===== config.mk =====
export PLATFORM = sky130hd
export DESIGN_NAME = hhc_engine
export DESIGN_NICKNAME = d
export VERILOG_FILES = /design/src/hhc_pkg.sv /design/src/hhc_engine.sv
export VERILOG_INCLUDE_DIRS = /design/src
export SDC_FILE = /design/constraint.sdc
export NUM_CORES = 1
export LEC_CHECK = 0
export ABC_AREA = 1
export BUFFER_PORTS_ARGS = -buffer_cell sky130_fd_sc_hd__buf_2
export CAP_MARGIN = 20
export CORE_ASPECT_RATIO = 0.5
export CORE_MARGIN = 2
export CORE_UTILIZATION = 50
export CTS_BUF_LIST = sky130_fd_sc_hd__clkbuf_8
export CTS_CLUSTER_DIAMETER = 200
export CTS_CLUSTER_SIZE = 24
export DETAILED_ROUTE_END_ITERATION = 8
export GPL_ROUTABILITY_DRIVEN = 0
export PLACE_DENSITY_LB_ADDON = 0.3
export SETUP_SLACK_MARGIN = 0.2
export SYNTH_ARGS = -nofsm -noshare
export SYNTH_HDL_FRONTEND = slang
export SYNTH_SLANG_ARGS = --single-unit

===== constraint.sdc =====
create_clock -name clock -period 1.9 [get_ports clock]
set_clock_uncertainty 0.2 [all_clocks]
set_input_delay 0.095 -clock clock [delete_from_list [all_inputs] [get_ports clock]]
set_output_delay 0.095 -clock clock [all_outputs]
set_load 0.01 [all_outputs]

===== src/hhc_cfg.svh =====
// constants for the host-to-host compression command interpreter
// assumes: 16-bit command/status words, register port driven by host glue
`ifndef HHC_CFG_SVH
`define HHC_CFG_SVH
`define HHC_ADDR_CMD 1'h0
`define HHC_ADDR_STAT 1'h1
`define HHC_OPC_COMP 6'h3D
`define HHC_OPC_HI 15
`define HHC_OPC_LO 10
`define HHC_FMT_HI 9
`define HHC_FMT_LO 7
`define HHC_TM_HI 2
`define HHC_TM_LO 1
`define HHC_PEND_BIT 0
`define HHC_CMD_POLL 16'h5119
`define HHC_CMD_IDLE 16'h0000
`define HHC_CMD_REC_STOP 16'h5000
`define HHC_POLL_READY 16'h0000
`define HHC_POLL_BUSY 16'h0001
`define HHC_FRAME_WORDS 8'hF0
`define HHC_PROC_CYCLES 8'h04
`endif


===== src/hhc_pkg.sv =====
// types for the host-to-host compression command interpreter
// assumes hhc_cfg.svh supplies the numbers
package hhc_pkg;
  typedef enum logic [2:0] {
    HHC_FMT_SPEECH = 3'h0,
    HHC_FMT_PCM = 3'h4,
    HHC_FMT_LIN16 = 3'h5,
    HHC_FMT_S8 = 3'h6,
    HHC_FMT_U8 = 3'h7
  } hhc_fmt_t;
  typedef enum logic [1:0] {HHC_IDLE, HHC_ACTIVE, HHC_XFER} hhc_state_t;
  typedef struct packed {
    logic [2:0] compression_format;
    logic [1:0] transfer_mode;
    logic fmt_valid;
  } hhc_setup_t;
endpackage : hhc_pkg


===== src/hhc_engine.sv =====
// host-to-host compression command interpreter, device side
// assumes host glue presents word-wide command and status registers
`timescale 1ns/1ps
`default_nettype none
`include "hhc_cfg.svh"
module hhc_engine (
  input wire logic clock,
  input wire logic reset_n,
  input wire logic addr,
  input wire logic [15:0] wdata,
  input wire logic wr_stb,
  input wire logic rd_stb,
  output logic [15:0] rdata_ff,
  output logic status_ready_ff,
  output logic active_ff,
  output hhc_pkg::hhc_setup_t setup_ff,
  output logic [15:0] sample_ff,
  output logic sample_vld_ff,
  output logic frame_accept_ff,
  input wire logic can_accept
);

  // ***********************************************************
  // decode helpers
  // ***********************************************************
  function automatic logic is_comp(input logic [15:0] w);
    is_comp = (w[`HHC_OPC_HI:`HHC_OPC_LO] == `HHC_OPC_COMP) && (w[6:3] == 4'h0);
  endfunction : is_comp

  function automatic logic fmt_ok(input logic [2:0] f);
    fmt_ok = (f == hhc_pkg::HHC_FMT_SPEECH) || f[2]; // 001..011 reserved
  endfunction : fmt_ok

  logic cmd_wr;
  logic stat_rd;
  logic [15:0] status_word_ff;
  logic started_ff;
  logic [7:0] word_cnt_ff;
  hhc_pkg::hhc_state_t state_ff;
  assign cmd_wr = wr_stb && (addr == `HHC_ADDR_CMD);
  assign stat_rd = rd_stb && (addr == `HHC_ADDR_STAT);

  // ***********************************************************
  // command sequencing
  // ***********************************************************
  // state: idle, active (commands), xfer (frame words)
  always_ff @(posedge clock or negedge reset_n)
  begin
    if (!reset_n)
    begin
      state_ff <= hhc_pkg::HHC_IDLE;
      word_cnt_ff <= 8'h00;
    end
    else
    begin
      case (state_ff)
        hhc_pkg::HHC_IDLE:
        begin
          if (cmd_wr && is_comp(wdata) && wdata[`HHC_PEND_BIT] && can_accept)
          begin
            state_ff <= hhc_pkg::HHC_XFER;
            word_cnt_ff <= 8'h00;
          end
          else if (cmd_wr && is_comp(wdata))
            state_ff <= hhc_pkg::HHC_ACTIVE;
        end
        hhc_pkg::HHC_ACTIVE:
        begin
          if (cmd_wr && ((wdata == `HHC_CMD_IDLE) || (wdata == `HHC_CMD_REC_STOP)))
            state_ff <= hhc_pkg::HHC_IDLE;
          else if (cmd_wr && is_comp(wdata) && can_accept)
          begin
            state_ff <= hhc_pkg::HHC_XFER;
            word_cnt_ff <= 8'h00;
          end
        end
        hhc_pkg::HHC_XFER:
        begin
          if (cmd_wr)
          begin
            word_cnt_ff <= word_cnt_ff + 8'h01;
            if (word_cnt_ff == `HHC_FRAME_WORDS - 8'h01)
              state_ff <= hhc_pkg::HHC_ACTIVE;
          end
        end
        default: state_ff <= hhc_pkg::HHC_IDLE;
      endcase
    end
  end

  // first-command marker, cleared when compression ends
  always_ff @(posedge clock or negedge reset_n)
  begin
    if (!reset_n)
      started_ff <= 1'b0;
    else
      started_ff <= (state_ff != hhc_pkg::HHC_IDLE);
  end

  // mode capture from every compression command
  always_ff @(posedge clock or negedge reset_n)
  begin
    if (!reset_n)
      setup_ff <= '0;
    else if (cmd_wr && is_comp(wdata) && (state_ff != hhc_pkg::HHC_XFER))
    begin
      setup_ff.compression_format <= wdata[`HHC_FMT_HI:`HHC_FMT_LO];
      setup_ff.transfer_mode <= wdata[`HHC_TM_HI:`HHC_TM_LO];
      setup_ff.fmt_valid <= fmt_ok(wdata[`HHC_FMT_HI:`HHC_FMT_LO]);
    end
  end

  // ***********************************************************
  // status word and status-ready
  // ***********************************************************
  // status echo; poll answers are side-effect free
  always_ff @(posedge clock or negedge reset_n)
  begin
    if (!reset_n)
      status_word_ff <= 16'h0000;
    else if (cmd_wr)
    begin
      if (state_ff == hhc_pkg::HHC_XFER)
        status_word_ff <= wdata;
      else if (wdata == `HHC_CMD_POLL)
        status_word_ff <= can_accept ? `HHC_POLL_READY : `HHC_POLL_BUSY;
      else if (is_comp(wdata))
      begin
        status_word_ff <= {wdata[15:1], 1'b0};
        if (state_ff == hhc_pkg::HHC_IDLE)
          status_word_ff[0] <= wdata[`HHC_PEND_BIT] && can_accept;
        else
          status_word_ff[0] <= can_accept;
      end
      else
        status_word_ff <= wdata; // record-path commands echoed
    end
  end

  // set wins over the read clear
  always_ff @(posedge clock or negedge reset_n)
  begin
    if (!reset_n)
      status_ready_ff <= 1'b0;
    else if (cmd_wr)
      status_ready_ff <= 1'b1;
    else if (stat_rd)
      status_ready_ff <= 1'b0;
  end

  // read data one cycle after the strobe
  always_ff @(posedge clock or negedge reset_n)
  begin
    if (!reset_n)
      rdata_ff <= 16'h0000;
    else if (stat_rd)
      rdata_ff <= status_word_ff;
    else if (rd_stb)
      rdata_ff <= {15'h0000, status_ready_ff};
    else
      rdata_ff <= 16'h0000;
  end

  // ***********************************************************
  // sample stream to the compressor
  // ***********************************************************
  // linear words go to the engine, never to a codec
  always_ff @(posedge clock or negedge reset_n)
  begin
    if (!reset_n)
    begin
      sample_ff <= 16'h0000;
      sample_vld_ff <= 1'b0;
      frame_accept_ff <= 1'b0;
      active_ff <= 1'b0;
    end
    else
    begin
      sample_vld_ff <= cmd_wr && (state_ff == hhc_pkg::HHC_XFER);
      if (cmd_wr && (state_ff == hhc_pkg::HHC_XFER))
        sample_ff <= wdata;
      frame_accept_ff <= (state_ff != hhc_pkg::HHC_XFER) && (state_ff_nxt_xfer());
      active_ff <= started_ff;
    end
  end

  function automatic logic state_ff_nxt_xfer();
    state_ff_nxt_xfer = cmd_wr && is_comp(wdata) && can_accept &&
      ((state_ff == hhc_pkg::HHC_ACTIVE) || wdata[`HHC_PEND_BIT]);
  endfunction : state_ff_nxt_xfer

  // ***********************************************************
  // checks
  // ***********************************************************
  ready_set_a: assert property (@(posedge clock) disable iff (!reset_n)
    cmd_wr |=> status_ready_ff) else $error("status ready not set after write");
  ready_hold_a: assert property (@(posedge clock) disable iff (!reset_n)
    status_ready_ff && !stat_rd && !cmd_wr |=> status_ready_ff)
    else $error("status ready dropped without read");
  echo_word_a: assert property (@(posedge clock) disable iff (!reset_n)
    cmd_wr && state_ff == hhc_pkg::HHC_XFER |=> status_word_ff == $past(wdata))
    else $error("word echo wrong");
  poll_ans_a: assert property (@(posedge clock) disable iff (!reset_n)
    cmd_wr && wdata == `HHC_CMD_POLL && state_ff == hhc_pkg::HHC_ACTIVE
    |=> status_word_ff == ($past(can_accept) ? 16'h0000 : 16'h0001))
    else $error("poll answer wrong");
  poll_free_a: assert property (@(posedge clock) disable iff (!reset_n)
    cmd_wr && wdata == `HHC_CMD_POLL && state_ff == hhc_pkg::HHC_ACTIVE
    |=> state_ff == hhc_pkg::HHC_ACTIVE) else $error("poll started transfer");
  first_ready_a: assert property (@(posedge clock) disable iff (!reset_n)
    cmd_wr && state_ff == hhc_pkg::HHC_IDLE && is_comp(wdata) && wdata[0] && can_accept
    |=> status_word_ff[0] && state_ff == hhc_pkg::HHC_XFER)
    else $error("first ready not set");
  stop_ends_a: assert property (@(posedge clock) disable iff (!reset_n)
    cmd_wr && state_ff == hhc_pkg::HHC_ACTIVE && wdata == `HHC_CMD_IDLE
    |=> state_ff == hhc_pkg::HHC_IDLE ##2 !active_ff[*2]) else $error("stop ignored");
  comp_echo_a: assert property (@(posedge clock) disable iff (!reset_n)
    cmd_wr && is_comp(wdata) && state_ff != hhc_pkg::HHC_XFER
    |=> status_word_ff[15:1] == $past(wdata[15:1])) else $error("status echo wrong");
  later_ready_a: assert property (@(posedge clock) disable iff (!reset_n)
    cmd_wr && is_comp(wdata) && state_ff == hhc_pkg::HHC_ACTIVE && !wdata[0] && can_accept
    |=> status_word_ff[0]) else $error("pending flag not ignored");

  // ***********************************************************
  // checks: register port and status flag
  // ***********************************************************
  // a status read clears the flag when no write races it
  stat_clear_a: assert property (@(posedge clock) disable iff (!reset_n)
    stat_rd && !cmd_wr |=> !status_ready_ff)
    else $error("status ready not cleared by read");
  // status read returns the stored word one cycle later
  rd_data_a: assert property (@(posedge clock) disable iff (!reset_n)
    stat_rd |=> rdata_ff == $past(status_word_ff))
    else $error("status read data wrong");
  // read data only in the cycle after a strobe
  rd_idle_a: assert property (@(posedge clock) disable iff (!reset_n)
    !rd_stb |=> rdata_ff == 16'h0000)
    else $error("read data not idle");
  // command-address read shows the flag without clearing it
  hw_read_a: assert property (@(posedge clock) disable iff (!reset_n)
    rd_stb && addr == `HHC_ADDR_CMD |=> rdata_ff == {15'h0, $past(status_ready_ff)})
    else $error("flag read wrong");
  // flag survives a read of the command address
  rd_keep_a: assert property (@(posedge clock) disable iff (!reset_n)
    rd_stb && addr == `HHC_ADDR_CMD && status_ready_ff |=> status_ready_ff)
    else $error("flag cleared by wrong read");
  // flag never rises without a write
  no_ready_a: assert property (@(posedge clock) disable iff (!reset_n)
    !status_ready_ff && !cmd_wr |=> !status_ready_ff)
    else $error("flag set without write");
  // status word only moves on a command write
  status_quiet_a: assert property (@(posedge clock) disable iff (!reset_n)
    !cmd_wr |=> $stable(status_word_ff))
    else $error("status word moved");
  // reserved command bits come back as zeros
  comp_zero_a: assert property (@(posedge clock) disable iff (!reset_n)
    cmd_wr && is_comp(wdata) && state_ff != hhc_pkg::HHC_XFER |=> status_word_ff[6:3] == 4'h0)
    else $error("status zero field wrong");
  // record-path commands are echoed while active
  rec_echo_a: assert property (@(posedge clock) disable iff (!reset_n)
    cmd_wr && state_ff == hhc_pkg::HHC_ACTIVE && !is_comp(wdata) && wdata != `HHC_CMD_POLL
    |=> status_word_ff == $past(wdata)) else $error("record command not echoed");

  // ***********************************************************
  // checks: frame pacing and sample stream
  // ***********************************************************
  // each frame word reaches the compressor once
  sample_pulse_a: assert property (@(posedge clock) disable iff (!reset_n)
    cmd_wr && state_ff == hhc_pkg::HHC_XFER |=> sample_vld_ff && sample_ff == $past(wdata))
    else $error("sample not passed on");
  // no sample outside a frame transfer
  sample_quiet_a: assert property (@(posedge clock) disable iff (!reset_n)
    !(cmd_wr && state_ff == hhc_pkg::HHC_XFER) |=> !sample_vld_ff)
    else $error("stray sample");
  // a valid sample always follows a frame-state write
  vld_xfer_a: assert property (@(posedge clock) disable iff (!reset_n)
    sample_vld_ff |-> $past(state_ff == hhc_pkg::HHC_XFER))
    else $error("sample from wrong state");
  // the last frame word hands control back to commands
  frame_count_a: assert property (@(posedge clock) disable iff (!reset_n)
    cmd_wr && state_ff == hhc_pkg::HHC_XFER && word_cnt_ff == `HHC_FRAME_WORDS - 8'h01
    |=> state_ff == hhc_pkg::HHC_ACTIVE) else $error("frame end missed");
  // earlier words step the counter and stay in the frame
  count_step_a: assert property (@(posedge clock) disable iff (!reset_n)
    cmd_wr && state_ff == hhc_pkg::HHC_XFER && word_cnt_ff != `HHC_FRAME_WORDS - 8'h01
    |=> state_ff == hhc_pkg::HHC_XFER && word_cnt_ff == $past(word_cnt_ff) + 8'h01)
    else $error("word count step wrong");
  // counter never passes the frame length
  count_bound_a: assert property (@(posedge clock) disable iff (!reset_n)
    state_ff == hhc_pkg::HHC_XFER |-> word_cnt_ff < `HHC_FRAME_WORDS)
    else $error("word count overrun");
  // frame state waits for the host between words
  xfer_hold_a: assert property (@(posedge clock) disable iff (!reset_n)
    state_ff == hhc_pkg::HHC_XFER && !cmd_wr
    |=> state_ff == hhc_pkg::HHC_XFER && $stable(word_cnt_ff)) else $error("frame moved alone");
  // entering a frame is always marked by a grant
  grant_pulse_a: assert property (@(posedge clock) disable iff (!reset_n)
    state_ff != hhc_pkg::HHC_XFER ##1 state_ff == hhc_pkg::HHC_XFER |-> frame_accept_ff)
    else $error("frame grant missing");
  // a grant only at the start of a frame
  grant_only_a: assert property (@(posedge clock) disable iff (!reset_n)
    frame_accept_ff |-> state_ff == hhc_pkg::HHC_XFER && word_cnt_ff == 8'h00)
    else $error("stray frame grant");
  // busy compressor: later command gets ready low
  busy_later_a: assert property (@(posedge clock) disable iff (!reset_n)
    cmd_wr && is_comp(wdata) && state_ff == hhc_pkg::HHC_ACTIVE && !can_accept
    |=> state_ff == hhc_pkg::HHC_ACTIVE && !status_word_ff[0]) else $error("busy ready set");
  // busy compressor never grants a frame
  accept_gate_a: assert property (@(posedge clock) disable iff (!reset_n)
    cmd_wr && is_comp(wdata) && state_ff != hhc_pkg::HHC_XFER && !can_accept
    |=> state_ff != hhc_pkg::HHC_XFER && !frame_accept_ff) else $error("busy grant");
  // first command without pending flag owes no frame
  first_wait_a: assert property (@(posedge clock) disable iff (!reset_n)
    cmd_wr && state_ff == hhc_pkg::HHC_IDLE && is_comp(wdata) && !wdata[`HHC_PEND_BIT]
    |=> state_ff == hhc_pkg::HHC_ACTIVE && !status_word_ff[0]) else $error("first wait wrong");
  // other commands do not start compression
  idle_ignore_a: assert property (@(posedge clock) disable iff (!reset_n)
    cmd_wr && state_ff == hhc_pkg::HHC_IDLE && !is_comp(wdata)
    |=> state_ff == hhc_pkg::HHC_IDLE) else $error("idle left on wrong command");
  // a poll while idle leaves the engine idle
  poll_idle_a: assert property (@(posedge clock) disable iff (!reset_n)
    cmd_wr && state_ff == hhc_pkg::HHC_IDLE && wdata == `HHC_CMD_POLL
    |=> state_ff == hhc_pkg::HHC_IDLE) else $error("poll left idle");
  // record stop also ends compression
  stop_rec_a: assert property (@(posedge clock) disable iff (!reset_n)
    cmd_wr && state_ff == hhc_pkg::HHC_ACTIVE && wdata == `HHC_CMD_REC_STOP
    |=> state_ff == hhc_pkg::HHC_IDLE) else $error("record stop ignored");
  // other record commands keep compression running
  rec_keep_a: assert property (@(posedge clock) disable iff (!reset_n)
    cmd_wr && state_ff == hhc_pkg::HHC_ACTIVE && !is_comp(wdata) &&
    wdata != `HHC_CMD_IDLE && wdata != `HHC_CMD_REC_STOP
    |=> state_ff == hhc_pkg::HHC_ACTIVE) else $error("record command stopped run");
  // setup only changes on a compression command
  setup_hold_a: assert property (@(posedge clock) disable iff (!reset_n)
    !(cmd_wr && is_comp(wdata) && state_ff != hhc_pkg::HHC_XFER) |=> $stable(setup_ff))
    else $error("setup moved");
  // reserved formats are flagged invalid
  fmt_flag_a: assert property (@(posedge clock) disable iff (!reset_n)
    cmd_wr && is_comp(wdata) && state_ff != hhc_pkg::HHC_XFER &&
    wdata[`HHC_FMT_HI:`HHC_FMT_LO] inside {3'h1, 3'h2, 3'h3}
    |=> !setup_ff.fmt_valid) else $error("reserved format accepted");
  // activity shows two cycles after the state turns
  active_rise_a: assert property (@(posedge clock) disable iff (!reset_n)
    cmd_wr && state_ff == hhc_pkg::HHC_IDLE && is_comp(wdata) |=> ##2 active_ff)
    else $error("active not raised");

endmodule : hhc_engine
`default_nettype wire


---- After elaboration in Yosys (flattened, before gate mapping) ----
Cells that the tools add are included.
storage, ports and cells
  output and inout port bits .............. 42
  word-level logic and storage cells ...... 75
  input port bits ......................... 22
  flip-flop bits (word level) ............. 69
  RAM bits ................................ 0
  memories kept ........................... 0
  ROM bits ................................ 0
  bits in latches ......................... 0
operators by class
  reduce and logical (&&, ||, !) cells .... 25
  div/mod/pow operators ................... 0
  shifts and indexed selects .............. 0
  bitwise gates (word level) .............. 1
  $lt $le $gt $ge ......................... 0
  muxes and demuxes ....................... 21
  eq/ne operators ......................... 14
  add/subtract/negate cells ............... 1
  $mul .................................... 0
operators by type and width
  kind                                             count
  two-way mux 16 bit                               3
  == test 16 x 15 -> 1 bit, second input constant  2
  two-way mux 8 bit                                4
  one-hot mux 8 bit (3 select lines)               1
  zero test 16 bit                                 1
  logical AND 1 bit                                13
  two-way mux 2 bit                                6
  != test 2 bit, second input constant             6
  adder 8 x 1 -> 8 bit, second input constant      1
  == test 8 bit, second input constant             1
  == test 6 bit, second input constant             1
  two-way mux 1 bit                                6
  != test 3 bit, second input constant             2
  one-hot mux 2 bit (3 select lines)               1
  AND reduction 5 bit                              1
  zero test 4 bit                                  1
  AND reduction 4 bit                              1
  nonzero test 2 bit                               2
  zero test 3 bit                                  1
  logical OR 1 bit                                 3
  nonzero test 3 bit                               1
  == test 2 x 1 -> 1 bit, second input constant    1
  == test 2 bit, second input constant             1
  zero test 2 bit                                  1
  NOT 1 bit                                        1

---- Depth between registers and ports, before layout ----
  word-level depth ........................ 7
  gate-level depth with buffers ........... 11
  depth with buffers taken out ............ 11

---- Worst setup path after synthesis ----
No wires, ideal clock.
  path kind ............................... reg-to-reg
  from .................................... register state_ff[0]
  to ...................................... register sample_ff[9]
  stages on the path, launching flop included .. 8
  arrival time ............................ 1.198 ns
  required time ........................... 1.581 ns
  path buffers ............................ 1
  path slack .............................. 0.383 ns
  clock period less this slack ............ 1.517 ns
  setup time .............................. 0.119 ns
  cell sequence ........................... dfrtp_1 > nor2_4 > inv_4 > nor2_8 > inv_4 > buf_6 > nand2_1 > o21ai_2
between the ends
  longest elaborated chain between the ends .. 2
RTL lines
  item                      line               text
  start: declaration        hhc_engine.sv:39   hhc_pkg::hhc_state_t state_ff;
  start signal: assignment  hhc_engine.sv:51   state_ff <= hhc_pkg::HHC_IDLE;
  start signal: assignment  hhc_engine.sv:61   state_ff <= hhc_pkg::HHC_XFER;
  start signal: assignment  hhc_engine.sv:65   state_ff <= hhc_pkg::HHC_ACTIVE;
  == test 2 bit             hhc_engine.sv:180  if (cmd_wr && (state_ff == hhc_pkg::HHC_XFER))
  logical AND 1 bit         hhc_engine.sv:180
  end signal: assignment    hhc_engine.sv:181  sample_ff <= wdata;
  end: declaration          hhc_engine.sv:17   output logic [15:0] sample_ff,
No other way between the ends.
A chain may end at the register's enable or synchronous reset.

---- Final worst setup path ----
  from .................................... input wdata[9]
  to ...................................... register word_cnt_ff[7]
between the ends
  longest elaborated chain between the ends .. 5
  elaborated cells on any way between the ends .. 6
  those cells by class .................... eq/ne (2); reduce/logical (4)
RTL lines
  item                                                                    line              text
  start: declaration                                                      hhc_engine.sv:10  input wire logic [15:0] wdata,
  == test 16 x 15 -> 1 bit (no line) or zero test 16 bit (tied branches)  n/a
  logical OR 1 bit (*)                                                    hhc_engine.sv:69  if (cmd_wr && ((wdata == `HHC_CMD_IDLE) || (wdata == `HHC_CMD_REC_STOP)))
  logical AND 1 bit (*)                                                   hhc_engine.sv:69
  != test 2 bit (no line) (*)                                             n/a
  AND reduction 5 bit (no line) (*)                                       n/a
  end signal: assignment                                                  hhc_engine.sv:81  word_cnt_ff <= word_cnt_ff + 8'h01;
  end: declaration                                                        hhc_engine.sv:38  logic [7:0] word_cnt_ff;
Mark *: on every way between the ends. The rest lies on a longest branch, timed or not.

==> results.cfg <==
[outcome]
status = finished, final reports clean

[global_route]
grt_antenna_before_repair = 0
gr-usage-met1_pct = 29.10
busiest_layer = met2
overflow = 0
grt_max_degree = 70
grt_pass1_wl_um = 11350
grt_pass1_vias = 2417
grt_util_all_layers_pct = 21.98
grt_util_met3_pct = 7.809
grt_use_met2_pct = 34.25

[worst_hold_path]
hold_class = in2reg
whs_endpoint = status_word_ff[0]$_DFFE_PN0N_
worstHoldStart = addr
worstHoldPathCells = 6

[worst_setup_path]
worstSetupPathType = in2reg
slowest_stage = dlygate4sd3_1
crit_family = buffers and inverters
rr_startpoint = state_ff[1]$_DFFE_PN0P_
crit_buf_inv = 4
reg2reg_slack_ns = 0.31
critPathArrivalTime_ns = 1.72
timing.rr.end = status_word_ff[0]$_DFFE_PN0N_
cp_slowest_stage_delay_ns = 0.53
required_ns = 1.98
r2r_cells = 8
crit_chain = dlygate4sd3_1 -> buf_2 -> inv_1 -> nand3_1 -> nor2_2 -> nand3_1 -> nand2_2 -> inv_2 -> nand3_4 -> nand2_1 -> nand2_1
critPathMaxFanout = 8
cp-end-kind = register
critPathLaunchType = input port

[timing]
fin_crit_sh_pct = 86.07
setup-tns-final_ns = 0
worst_slew_pin_slew_ns = 0.5912
fin_ws_ns = 0.2646
finalSetupViolations = 0
max-slew-margin-rel_pct = 60.49
slew_viol_final = 0
hold_viol = 0
fmax_mhz = 611.5
rsz0062_at_grt = true
period_needed_ns = 1.635

[synthesis]
synth-seq-cells = 69
synth_top_flop_cell = dfrtp_1
synth.avg_cell_area_um2 = 8.938
ys_types = 28
ys.warnings.count = 0
syn-num-nets = 372
synth-adder-area-share_pct = 0.4011
synth_seq_area_share_pct = 55.35
synth_top_family_by_area = simple AND/OR/NAND/NOR gates
synth_mux_area_share_pct = 0
synth-edff-count = 0
synth_xor_area_share_pct = 0.2808
syn_area_mm2 = 0.003119
synthCells = 349
synth-compound-area-share_pct = 7.661
yosys.area_share.simple_pct = 29.16
synthArstFlopShare_pct = 100.0

[die]
die_w_um = 115.7
num_rows = 20
die_height_um = 59.85
start_util_pct = 51.51
io_pins = 64
fp.dieArea_mm2 = 0.006925
core_mm2 = 0.006056

[clock_network]
clkLatencyLatePin_ns = 0.35
clock-sinks = 69
cts_buffer_depth = 2
cts_tree = yes
htreeDepth = 3
cts_made_buffers = 9
root_buffer = clkbuf_8
path_clk_slew_ns = 0.07

[placement]
dp_hpwl_um = 4665
io_buffers = 63
place_ws_ns = 0.2447

[flow_run]
max_cap_violations = 0

[routing]
routed_wl_um = 6988
drtIter0Drc = 148
wl_per_cell_um = 12.96
ant_nets = 0
first_pass_iters = 5
drc = 0
vias = 2631
routed_via_density = 4.881

[finish]
diodes = 0
nets = 470
drive_above_1_share_pct = 28.82
fillerInstances = 495
area_growth_pct = 30.20

[power_and_ir_drop]
power.density_mw_per_mm2 = 1070
peakVddDrop_mv = 0.4545
p_leak_nw = 2.136
==> final cells by class <==
type                    instances  area, um^2  area share [%]
inverters                      43       173.9           4.282
clock buffers                   9       123.9           3.050
clock inverters                 6       65.06           1.602
repair buffers                 96       655.6           16.14
multi-input cells             228        1206           29.70
well taps                      88       110.1           2.711
flip-flops and latches         69        1727           42.51
==> kinds of logic (layout without fill, tap and decap cells) <==
family	count (synthesis)	in the layout
adders and majority gates	1	1
xor gates and xnor gates	1	1
buffers and inverters	52	154
and+or+nand+nor	186	186
AOI/OAI and AO/OA	40	40
DFF	69	69
==> how the worst max path moves through the flow <==
stage | startpoint | end | slack, ns | depth (start not counted)
detailed placement | state_ff[0]$_DFFE_PN0P_ | status_word_ff[0]$_DFFE_PN0N_ | 0.24 | 7
finish | wdata[9] | word_cnt_ff[7]$_DFFE_PN0P_ | 0.26 | 11
global route | wdata[0] | word_cnt_ff[0]$_DFFE_PN0P_ | 0.13 | 11
floorplan | state_ff[0]$_DFFE_PN0P_ | sample_ff[9]$_DFFE_PN0P_ | 0.38 | 7
global placement | state_ff[0]$_DFFE_PN0P_ | status_word_ff[0]$_DFFE_PN0N_ | 0.30 | 7
CTS | wdata[3] | word_cnt_ff[0]$_DFFE_PN0P_ | 0.21 | 10
==> registers in the layout, indices dropped and copies added (netlist names) <==
signal,count
word_cnt_ff,8
frame_accept_ff,1
state_ff,2
status_word_ff,16
sample_ff,16
started_ff,1
status_ready_ff,1
setup_ff,6
rdata_ff,16
active_ff,1
sample_vld_ff,1
==> synthesized netlist by cell type, types with 3 or more instances <==
| cell | count | area [um^2] |
|---|---|---|
| nor2_8 | 3 | 60.06 |
| nor2_1 | 41 | 153.9 |
| o21ai_2 | 10 | 87.58 |
| dfrtp_1 | 69 | 1727 |
| nand2_1 | 95 | 356.6 |
| clkbuf_1 | 5 | 18.77 |
| nor2_4 | 3 | 33.78 |
| nand4_1 | 6 | 37.54 |
| o21ai_0 | 20 | 100.1 |
| o21ai_1 | 5 | 25.02 |
| inv_2 | 4 | 15.01 |
| nand3_4 | 3 | 52.55 |
| a21oi_1 | 4 | 20.02 |
| nand3_1 | 27 | 135.1 |
| inv_4 | 3 | 18.77 |
| inv_1 | 36 | 135.1 |
==> through the flow <==
| step | hold slack (ns) | instances | power [mW] | utilization, % | cell area, um^2 |
|---|---|---|---|---|---|
| 5_1_grt | 0.03310 | 539 | 4.606 | 67.07 | 4061 |
| 4_1_cts | -0.01927 | 531 | 4.300 | 64.94 | 3933 |
| 3_5_place_dp | -0.05880 | 495 | 3.111 | 58.35 | 3533 |
| 3_3_place_gp | -0.06545 | 495 | 3.065 | 58.35 | 3533 |
| 2_1_floorplan | -0.4006 | 349 | 2.685 | - | 3119 |
| 6_report | 0.01661 | 539 | 4.347 | 67.07 | 4061 |
==> metal layers <==
| layer | wire [um] | share of wire [%] | up-vias |
|---|---|---|---|
| met3 | 351 | 5.0 | 10 |
| met1 | 3258 | 47 | 1257 |
| met5 | 0 | 0 | - |
| li1 | - | - | 1300 |
| met4 | 84 | 1.2 | 0 |
| met2 | 3293 | 47 | 64 |
==> worst register-to-register path, cell delays in order (launching register included) <==
cell and delay [ns]:
dfrtp_1 0.42, inv_2 0.09, nor2_4 0.17, inv_4 0.09, nor2_8 0.19, inv_6 0.13
o22ai_1 0.14, inv_1 0.05, nand2_1 0.06
==> where the power goes <==
part	internal, mW	total [mW]	switching, mW
Sequential	1.75	1.91	0.163
Combinational	0.496	1.29	0.791
Clock	0.597	1.15	0.553
Total	2.84	4.35	1.51
==> what timing repair did <==
item,4_1_cts,5_1_grt
setup endpoints to repair,0,35
hold endpoints to repair,111,5
buffers inserted,0,5
hold buffers,21,5
resized for setup,0,21
==> cells in the final DEF, fill, tap and decap left out, types with 2 or more instances in the layout <==
cell type / netlist / routed
nor2_1: 41 / 36
buf_2: 1 / 61
nand3_4: 3 / 3
nand2_4: 2 / 2
inv_1: 36 / 34
nor2_8: 3 / 3
buf_4: 1 / 8
o21ai_1: 5 / 5
nor2_4: 3 / 4
buf_6: 2 / 2
clkinv_2: 0 / 2
o21ai_0: 20 / 20
nand2_2: 1 / 3
dfrtp_1: 69 / 69
o21ai_2: 10 / 10
dlymetal6s4s_1: 0 / 3
dlygate4sd3_1: 0 / 21
clkbuf_8: 0 / 9
nand3_1: 27 / 26
clkinv_4: 0 / 2
nand4_1: 6 / 6
inv_2: 4 / 5
nor2_2: 2 / 6
nand2_1: 95 / 93
nand4_4: 1 / 2
inv_4: 3 / 3
a21oi_1: 4 / 4
(Power assumes the default switching activity.)
